**src/verilog/aotp_defines.svh**
```systemverilog
// Register addresses, field positions, reset values and serial word counts.
// Assumes inclusion by bare name from the package and the design modules.
`ifndef AOTP_DEFINES_SVH
`define AOTP_DEFINES_SVH

`define AOTP_ADDR_W 7
`define AOTP_ADDR_RESET 7'h00
`define AOTP_ADDR_OUTPUT_MODE 7'h02
`define AOTP_ADDR_TP_HIGH 7'h03
`define AOTP_ADDR_TP_LOW 7'h04

`define AOTP_REG_RESET 8'h00
`define AOTP_SWRST_BIT 7
`define AOTP_CUR_MSB 7
`define AOTP_CUR_LSB 5
`define AOTP_TERM_BIT 4
`define AOTP_OFF_BIT 3
`define AOTP_MODE_MSB 2
`define AOTP_MODE_LSB 0
`define AOTP_TEST_BIT 7
`define AOTP_TPH_MSB 5
`define AOTP_TPH_MASK 8'hBF

`define AOTP_WORD_BITS 5'h10
`define AOTP_HDR_BITS 5'h08

`endif

```
**src/verilog/aotp_pkg.sv**
```systemverilog
// Types and field code enumerations of the output mode and test pattern registers.
// Assumes the defines header is on the include path.
`include "aotp_defines.svh"

package aotp_pkg;

	typedef logic [7:0] aotp_byte_t;
	typedef logic [13:0] aotp_sample_t;

	typedef enum logic [2:0] {
		AOTP_CUR_3P5 = 3'b000,
		AOTP_CUR_4P0 = 3'b001,
		AOTP_CUR_4P5 = 3'b010,
		AOTP_CUR_NONE = 3'b011,
		AOTP_CUR_3P0 = 3'b100,
		AOTP_CUR_2P5 = 3'b101,
		AOTP_CUR_2P1 = 3'b110,
		AOTP_CUR_1P75 = 3'b111
	} aotp_cur_e;

	typedef enum logic [2:0] {
		AOTP_L2_16 = 3'b000,
		AOTP_L2_14 = 3'b001,
		AOTP_L2_12 = 3'b010,
		AOTP_LX_011 = 3'b011,
		AOTP_LX_100 = 3'b100,
		AOTP_L1_14 = 3'b101,
		AOTP_L1_12 = 3'b110,
		AOTP_L1_16 = 3'b111
	} aotp_lane_e;

endpackage

```
**src/verilog/aotp_cmd_if.sv**
```systemverilog
// Command carrier between the serial word shifter and the register bank.
// Assumes both ends share one clock.
`timescale 1ns/1ps

interface aotp_cmd_if;
	logic wr_stb;
	logic [6:0] addr;
	logic [7:0] wdata;
	logic [7:0] rdata;
	logic sdo_oe;

	modport shifter (
		output wr_stb,
		output addr,
		output wdata,
		output sdo_oe,
		input rdata
	);

	modport bank (
		input wr_stb,
		input addr,
		input wdata,
		input sdo_oe,
		output rdata
	);
endinterface

```
**src/verilog/aotp_regs.sv**
```systemverilog
// Output mode and test pattern register bank behind the serial configuration port.
// Assumes raw pins from outside; samples arrive on the same clock.
`timescale 1ns/1ps
`include "aotp_defines.svh"

// Function
// Bits 7-5 of output mode pick driver current; code 011 is unused.
// Bit 4 turns on internal termination and doubles driver current.
// Host enables termination only with 1.75, 2.1 or 2.5 mA current.
// Bit 3 of output mode set disables the digital outputs.
// Bits 2-0 pick lanes and serialization width; 011 and 100 unused.
// Bit 7 of register 03h turns the digital test pattern on.
// Bits 5-0 of register 03h form pattern bits 13 down to 8.
// Bits 7-0 of register 04h form pattern bits 7 down to 0.
// Bit 6 of register 03h is don't care and is ignored.
// With pattern on, both channels send the pattern in current format.
// Each access is a 16-bit word: read flag, 7-bit address, 8 data bits.
// A software reset command clears every register data bit to zero.
module aotp_regs (
	input wire logic clock,
	input wire logic arst_n,
	input wire logic cs_n,
	input wire logic sck,
	input wire logic sdi,
	output logic sdo_o,
	output logic sdo_oe,
	input wire aotp_pkg::aotp_sample_t ch1_sample,
	input wire aotp_pkg::aotp_sample_t ch2_sample,
	output aotp_pkg::aotp_sample_t ch1_word,
	output aotp_pkg::aotp_sample_t ch2_word,
	output logic [7:0] drive_current_x50ua,
	output logic current_valid,
	output logic internal_termination_on,
	output logic termination_misuse,
	output logic output_disable,
	output logic [2:0] lane_serialization_sel,
	output logic two_lane,
	output logic [4:0] ser_width,
	output logic format_valid,
	output logic test_pattern_on,
	output aotp_pkg::aotp_sample_t test_pattern
);
	import aotp_pkg::*;

	logic [1:0] cs_sync_reg;
	logic [1:0] sck_sync_reg;
	logic [1:0] sdi_sync_reg;
	aotp_byte_t omode_reg;
	aotp_byte_t tph_reg;
	aotp_byte_t tpl_reg;
	aotp_byte_t omode_next;
	aotp_sample_t pattern;
	logic sdo_level_reg;
	logic swrst;

	aotp_cmd_if cmd();

	// Current in 50 uA steps; zero marks the unused code.
	function automatic logic [7:0] cur_x50(input logic [2:0] code, input logic term);
		logic [7:0] base;
		base = 8'h00;
		case (aotp_cur_e'(code))
			AOTP_CUR_3P5: base = 8'h46;
			AOTP_CUR_4P0: base = 8'h50;
			AOTP_CUR_4P5: base = 8'h5A;
			AOTP_CUR_3P0: base = 8'h3C;
			AOTP_CUR_2P5: base = 8'h32;
			AOTP_CUR_2P1: base = 8'h2A;
			AOTP_CUR_1P75: base = 8'h23;
			default: base = 8'h00;
		endcase
		cur_x50 = term ? {base[6:0], 1'b0} : base;
	endfunction

	function automatic logic [4:0] width_of(input logic [2:0] code);
		case (aotp_lane_e'(code))
			AOTP_L2_16, AOTP_L1_16: width_of = 5'h10;
			AOTP_L2_14, AOTP_L1_14: width_of = 5'h0E;
			AOTP_L2_12, AOTP_L1_12: width_of = 5'h0C;
			default: width_of = 5'h00;
		endcase
	endfunction

	function automatic logic term_allowed(input logic [2:0] code);
		term_allowed = code == AOTP_CUR_1P75 || code == AOTP_CUR_2P1 || code == AOTP_CUR_2P5;
	endfunction

	// Pins are asynchronous to the encode clock, hence two stages each.
	always_ff @(posedge clock or negedge arst_n) begin
		if (!arst_n) begin
			cs_sync_reg <= 2'h3;
			sck_sync_reg <= 2'h0;
			sdi_sync_reg <= 2'h0;
		end else begin
			cs_sync_reg <= {cs_sync_reg[0], cs_n};
			sck_sync_reg <= {sck_sync_reg[0], sck};
			sdi_sync_reg <= {sdi_sync_reg[0], sdi};
		end
	end

	aotp_shifter u_shifter (
		.clock(clock),
		.arst_n(arst_n),
		.cs_n(cs_sync_reg[1]),
		.sck(sck_sync_reg[1]),
		.sdi(sdi_sync_reg[1]),
		.cmd(cmd.shifter)
	);

	// The reset bit is never stored, so it reads back as zero afterwards.
	assign swrst = cmd.wr_stb && cmd.addr == `AOTP_ADDR_RESET && cmd.wdata[`AOTP_SWRST_BIT];

	always_comb begin
		omode_next = omode_reg;
		if (cmd.wr_stb && cmd.addr == `AOTP_ADDR_OUTPUT_MODE) begin
			omode_next = cmd.wdata;
		end
	end

	always_ff @(posedge clock or negedge arst_n) begin
		if (!arst_n) begin
			omode_reg <= `AOTP_REG_RESET;
		end else if (swrst) begin
			omode_reg <= `AOTP_REG_RESET;
		end else begin
			omode_reg <= omode_next;
		end
	end

	always_ff @(posedge clock or negedge arst_n) begin
		if (!arst_n) begin
			tph_reg <= `AOTP_REG_RESET;
			tpl_reg <= `AOTP_REG_RESET;
		end else if (swrst) begin
			tph_reg <= `AOTP_REG_RESET;
			tpl_reg <= `AOTP_REG_RESET;
		end else if (cmd.wr_stb) begin
			if (cmd.addr == `AOTP_ADDR_TP_HIGH) begin
				tph_reg <= cmd.wdata & `AOTP_TPH_MASK;
			end
			if (cmd.addr == `AOTP_ADDR_TP_LOW) begin
				tpl_reg <= cmd.wdata;
			end
		end
	end

	// Unmapped and write-only addresses read back as zero.
	always_comb begin
		case (cmd.addr)
			`AOTP_ADDR_OUTPUT_MODE: cmd.rdata = omode_reg;
			`AOTP_ADDR_TP_HIGH: cmd.rdata = tph_reg;
			`AOTP_ADDR_TP_LOW: cmd.rdata = tpl_reg;
			default: cmd.rdata = 8'h00;
		endcase
	end

	assign pattern = {tph_reg[`AOTP_TPH_MSB:0], tpl_reg}; // see R07

	always_ff @(posedge clock or negedge arst_n) begin
		if (!arst_n) begin
			sdo_level_reg <= 1'b0;
			sdo_oe <= 1'b0;
		end else begin
			sdo_level_reg <= 1'b0;
			sdo_oe <= cmd.sdo_oe;
		end
	end
	assign sdo_o = sdo_level_reg;

	always_ff @(posedge clock or negedge arst_n) begin
		if (!arst_n) begin
			drive_current_x50ua <= 8'h00;
			current_valid <= 1'b0;
			internal_termination_on <= 1'b0;
			termination_misuse <= 1'b0;
		end else begin
			drive_current_x50ua <= cur_x50(omode_reg[`AOTP_CUR_MSB:`AOTP_CUR_LSB],
				omode_reg[`AOTP_TERM_BIT]); // see R01
			current_valid <= omode_reg[`AOTP_CUR_MSB:`AOTP_CUR_LSB] != AOTP_CUR_NONE;
			internal_termination_on <= omode_reg[`AOTP_TERM_BIT];
			// Flags a host setting outside the allowed termination pairings.
			termination_misuse <= omode_reg[`AOTP_TERM_BIT] &&
				!term_allowed(omode_reg[`AOTP_CUR_MSB:`AOTP_CUR_LSB]);
		end
	end

	always_ff @(posedge clock or negedge arst_n) begin
		if (!arst_n) begin
			output_disable <= 1'b0;
			lane_serialization_sel <= 3'h0;
			two_lane <= 1'b1;
			ser_width <= 5'h10;
			format_valid <= 1'b1;
		end else begin
			output_disable <= omode_reg[`AOTP_OFF_BIT];
			lane_serialization_sel <= omode_reg[`AOTP_MODE_MSB:`AOTP_MODE_LSB];
			two_lane <= ~omode_reg[`AOTP_MODE_MSB];
			ser_width <= width_of(omode_reg[`AOTP_MODE_MSB:`AOTP_MODE_LSB]);
			format_valid <= width_of(omode_reg[`AOTP_MODE_MSB:`AOTP_MODE_LSB]) != 5'h00;
		end
	end

	// Disabled outputs hold zero words so no stale sample leaks out.
	always_ff @(posedge clock or negedge arst_n) begin
		if (!arst_n) begin
			test_pattern_on <= 1'b0;
			test_pattern <= 14'h0000;
			ch1_word <= 14'h0000;
			ch2_word <= 14'h0000;
		end else begin
			test_pattern_on <= tph_reg[`AOTP_TEST_BIT];
			test_pattern <= pattern;
			if (omode_reg[`AOTP_OFF_BIT]) begin
				ch1_word <= 14'h0000;
				ch2_word <= 14'h0000;
			end else if (tph_reg[`AOTP_TEST_BIT]) begin
				ch1_word <= pattern;
				ch2_word <= pattern;
			end else begin
				ch1_word <= ch1_sample;
				ch2_word <= ch2_sample;
			end
		end
	end
endmodule // aotp_regs

```
**src/verilog/aotp_shifter.sv**
```systemverilog
// Serial word shifter: samples the synchronised pins, builds 16-bit commands.
// Assumes cs_n, sck and sdi have already passed two flip-flops.
`timescale 1ns/1ps
`include "aotp_defines.svh"

module aotp_shifter (
	input wire logic clock,
	input wire logic arst_n,
	input wire logic cs_n,
	input wire logic sck,
	input wire logic sdi,
	aotp_cmd_if.shifter cmd
);
	import aotp_pkg::*;

	logic sck_d_reg;
	logic [4:0] cnt_reg;
	logic [14:0] sr_reg;
	logic rw_reg;
	logic load_reg;
	logic [7:0] rd_sh_reg;
	logic sdo_oe_reg;
	logic wr_stb_reg;
	logic [6:0] addr_reg;
	logic [7:0] wdata_reg;
	logic rise;
	logic fall;

	assign rise = sck & ~sck_d_reg & ~cs_n;
	assign fall = ~sck & sck_d_reg & ~cs_n;
	assign cmd.wr_stb = wr_stb_reg;
	assign cmd.addr = addr_reg;
	assign cmd.wdata = wdata_reg;
	assign cmd.sdo_oe = sdo_oe_reg;

	always_ff @(posedge clock or negedge arst_n) begin
		if (!arst_n) begin
			sck_d_reg <= 1'b0;
		end else begin
			sck_d_reg <= sck;
		end
	end

	// Edges past the sixteenth are ignored; chip select high restarts the word.
	always_ff @(posedge clock or negedge arst_n) begin
		if (!arst_n) begin
			cnt_reg <= 5'h00;
			sr_reg <= 15'h0000;
		end else if (cs_n) begin
			cnt_reg <= 5'h00;
		end else if (rise && cnt_reg < `AOTP_WORD_BITS) begin
			cnt_reg <= cnt_reg + 5'h01;
			sr_reg <= {sr_reg[13:0], sdi};
		end
	end

	always_ff @(posedge clock or negedge arst_n) begin
		if (!arst_n) begin
			rw_reg <= 1'b0;
			addr_reg <= 7'h00;
			load_reg <= 1'b0;
		end else begin
			load_reg <= 1'b0;
			if (rise && cnt_reg == `AOTP_HDR_BITS - 5'h01) begin
				rw_reg <= sr_reg[6];
				addr_reg <= {sr_reg[5:0], sdi};
				load_reg <= sr_reg[6];
			end
		end
	end

	// A write lands on the sixteenth edge; a read never updates a register.
	always_ff @(posedge clock or negedge arst_n) begin
		if (!arst_n) begin
			wr_stb_reg <= 1'b0;
			wdata_reg <= 8'h00;
		end else begin
			wr_stb_reg <= 1'b0;
			if (rise && cnt_reg == `AOTP_WORD_BITS - 5'h01 && !rw_reg) begin
				wr_stb_reg <= 1'b1;
				wdata_reg <= {sr_reg[6:0], sdi};
			end
		end
	end

	// Open drain: the pin is pulled low while a zero data bit is shifted out.
	always_ff @(posedge clock or negedge arst_n) begin
		if (!arst_n) begin
			rd_sh_reg <= 8'h00;
			sdo_oe_reg <= 1'b0;
		end else if (cs_n || !rw_reg) begin
			sdo_oe_reg <= 1'b0;
		end else if (load_reg) begin
			rd_sh_reg <= cmd.rdata;
		end else if (fall && cnt_reg >= `AOTP_HDR_BITS && cnt_reg < `AOTP_WORD_BITS) begin
			sdo_oe_reg <= ~rd_sh_reg[7];
			rd_sh_reg <= {rd_sh_reg[6:0], 1'b0};
		end else if (fall) begin
			sdo_oe_reg <= 1'b0;
		end
	end
endmodule // aotp_shifter

```
**config.mk**
```make
export PLATFORM = sky130hd
export DESIGN_NAME = aotp_regs
export DESIGN_NICKNAME = d
export VERILOG_FILES = /design/src/verilog/aotp_pkg.sv /design/src/verilog/aotp_cmd_if.sv /design/src/verilog/aotp_regs.sv /design/src/verilog/aotp_shifter.sv
export VERILOG_INCLUDE_DIRS = /design/src /design/src/verilog
export SDC_FILE = /design/constraint.sdc
export NUM_CORES = 1
export LEC_CHECK = 0
export ABC_AREA = 1
export CAP_MARGIN = 5
export CORE_UTILIZATION = 59
export CTS_BUF_LIST = sky130_fd_sc_hd__clkbuf_8
export DETAILED_ROUTE_END_ITERATION = 7
export DONT_BUFFER_PORTS = 1
export PLACE_DENSITY = 0.78
export SETUP_SLACK_MARGIN = 0.5
export SLEW_MARGIN = 5
export SYNTH_ARGS = -nofsm -noshare
export SYNTH_HDL_FRONTEND = slang
export SYNTH_SLANG_ARGS = --single-unit
```
**constraint.sdc**
```tcl
create_clock -name clock -period 1.6 [get_ports clock]
set_clock_uncertainty 0.15 [all_clocks]
set_input_delay 0.24 -clock clock [delete_from_list [all_inputs] [get_ports clock]]
set_output_delay 0.24 -clock clock [all_outputs]
set_load 0.05 [all_outputs]
```
==> metrics.cfg <==
[logic_synthesis]
synth_edf_count = 0
yosys.area.top_type_share = 0.611
synth_cells = 533
async_reset_ff_frac = 1.00
yosysSeqAreaShare = 0.636
synth.distinct_cells = 31
yosysWarnings = 0
syn_area_um2 = 5240
synth.top_cells.by_area = dfrtp_1, nand2_1, o21ai_0
avgSynthCellArea_um2 = 9.84
yosysTopAreaCell = dfrtp_1
synth_seq_cells = 133
synth_ff_type = dfrtp_1

[die]
ios = 100
core_um2 = 8680
row_count = 34
die_h_um = 96.3
start_util = 0.604
die_area_um2 = 9270
die_w_um = 96.3

[clock_tree]
htreeDepth = 4
path_clk_slew_ns = 0.09
numCtsBuffers = 17
clk_latency_ns = 0.47
root_buffer = clkbuf_8
cts_tree = yes
postCtsHoldBufs = 31
cts.sinks = 133
clockBufferDepth = 2

[critical_path]
reg2reg_slack_ns = -0.42
max_stage_delay_ns = 0.46
r2r-end = omode_reg[4]$_DFFE_PN0P_
crit_start = u_shifter.cmd.addr[4]$_DFFE_PN0P_
worstReg2RegStart = u_shifter.cmd.addr[4]$_DFFE_PN0P_
cp.arrival_ns = 2.17
cp_cell_sequence = nor2_1, nand2_1, nor2_4, nand2_2, nand2_2, inv_6, o21ai_1
worst_setup_path_start_kind = flip-flop
slowest_stage = dfrtp_1
endpoint_kind = flip-flop
worstSetupPathType = reg2reg
cp_common_cell = nand2_2
r2r_cells = 7
cp.required_ns = 1.75
worst-path-max-fanout = 16

[grt]
grt_pass1_vias = 4410
grt_remaining_overflow = 0
grt_first_pass_wirelength_um = 22800
grt_max_degree = 134
grt_use_total = 0.345
grt_antenna_before_repair = 2

[outcome]
violations = negative hold slack, negative setup slack
status = complete, but fails checks

[routing]
drc = 0
vias = 4935
vias_per_cell = 6.48
final_antenna_net_count = 0
drtPass1Iterations = 6
drtIter0Drc = 531
wire_per_inst_um = 25.3
wl_um = 19300

[placement]
place.gp.congestion = 0.790
place_ws_ns = -0.0628
io_buffers = 0
dp_cells = 633
dp_hpwl_um = 6620

[hold_path]
hold_path.class = in2async

[pwr]
leakagePower_nw = 3.58
p_seq_frac = 0.516
clkPwrFrac = 0.435
switching_share = 0.261
p_comb_frac = 0.049
vdd_drop_max_uv = 979
power_switching_w = 0.00184
intPower_w = 0.00523
power.density_nw_per_um2 = 910

[finish]
area_growth_pct = 48.1
drive_gt1_frac = 0.606
reg.largest.list = ch1_word x14, ch2_word x14, test_pattern x14
fin_cells = 762
seqCellArea_um2 = 3430
num-fill-cells = 324
multi_input_area_um2 = 2540
nets = 675

[sta]
setup_violations = 33
whs_ns = -0.696
rsz0062_at_grt = true
fin_crit_sh = 1.26
fin_crit_ns = 2.02
layout_setup_ws_ns = -0.419
fmax_mhz = 495
finalSetupTns_ns = -3.65
drv_slew = 0
finalHoldViolations = 133

[job]
drv_cap = 0

==> cells in the mapped netlist (all sizes together), types with 2 or more instances <==
master / number
clkbuf: 8
o21ai: 70
inv: 44
nor3: 2
dfrtp: 128
nor2: 43
nand3: 29
buf: 14
ha: 2
dfstp: 5
a21oi: 31
nand2: 148
==> worst max-delay path, delay by kind of cell, from the launching register on <==
family | cells | cell delay (ns)
flip-flops | 1 | 0.46
AND/OR/NAND/NOR | 5 | 0.77
buffers and inverters | 1 | 0.09
AO/OA/AOI/OAI | 1 | 0.40
==> how the worst max path moves through the flow <==
stage                     depth (start not counted)                                 end  slack, ns
final                                             7            omode_reg[4]$_DFFE_PN0P_      -0.42
after CTS                                         8              tpl_reg[2]$_DFFE_PN0P_       0.05
after detailed placement                          7  u_shifter.cmd.wdata[1]$_DFFE_PN0P_      -0.06
after global placement                            7  u_shifter.cmd.wdata[1]$_DFFE_PN0P_       0.02
after floorplan                                   8  u_shifter.cmd.wdata[7]$_DFFE_PN0P_       0.09
after global routing                              7              tph_reg[7]$_DFFE_PN0P_      -0.41
==> cell families after synthesis <==
kind of cell,count (synthesis),synth area share
and+or+nand+nor,225,0.185
DFF,133,0.636
AOI/OAI and AO/OA,105,0.113
buffers and inverters,66,0.0592
adders and majority gates,2,0.00477
xor gates and xnor gates,1,0.00167
other,1,0.000715
==> per-stage QoR <==
step | area [um2] | total power, W | util | hold slack [ns]
3_3_place_gp | 5400 | 0.00383 | 0.623 | -0.203
4_1_cts | 7070 | 0.00685 | 0.815 | -0.688
2_1_floorplan | 5370 | 0.00380 | - | -0.206
6_report | 7760 | 0.00707 | 0.895 | -0.696
5_1_grt | 7760 | 0.00721 | 0.894 | -0.705
3_5_place_dp | 5400 | 0.00384 | 0.623 | -0.203
==> cell type report <==
class / instances / share of cell area
clock inverters: 13 / 0.0201
inverters: 44 / 0.0255
flip-flops and latches: 133 / 0.441
multi-input cells: 342 / 0.328
repair buffers: 100 / 0.131
repair inverters: 2 / 0.00290
diodes: 1 / 0.000322
clock buffers: 19 / 0.0337
well taps: 108 / 0.0174
==> what timing repair did <==
item | in CTS | in global routing
gates cloned | 10 | 1
endpoints found under the hold margin | 164 | 133
resized for setup | 212 | 141
endpoints found under the setup margin | 165 | 166
buffers inserted | 29 | 25
pin swaps | 58 | 65
==> power groups by stage <==
| stage | Combinational (W) | Clock [W] | Sequential, W |
|---|---|---|---|
| after global routing | 0.000366 | 0.00319 | 0.00365 |
| after floorplan | 0.000123 | 0 | 0.00368 |
| after global placement | 0.000143 | 0 | 0.00368 |
| after detailed placement | 0.000150 | 0 | 0.00369 |
| final | 0.000348 | 0.00307 | 0.00365 |
| after CTS | 0.000261 | 0.00295 | 0.00363 |
==> placed cells by master (no fill, tap or decap), drive strengths merged, types with 6 or more instances in the layout <==
cell,instances
o21ai,70
clkinvlp,6
clkbuf,19
nand3,31
dlygate4sd3,31
a21oi,31
buf,69
inv,46
nor2,43
dfrtp,128
nand2,153
==> layer usage <==
layer / GRT usage / vias to the layer above / share of wire
li1: - / 1945 / -
met1: 0.382 / 2378 / 0.32
met2: 0.593 / 439 / 0.50
met3: 0.0821 / 171 / 0.096
met4: 0.224 / 2 / 0.083
met5: 0 / - / 0.00067
Power figures use the tool's default switching activity.
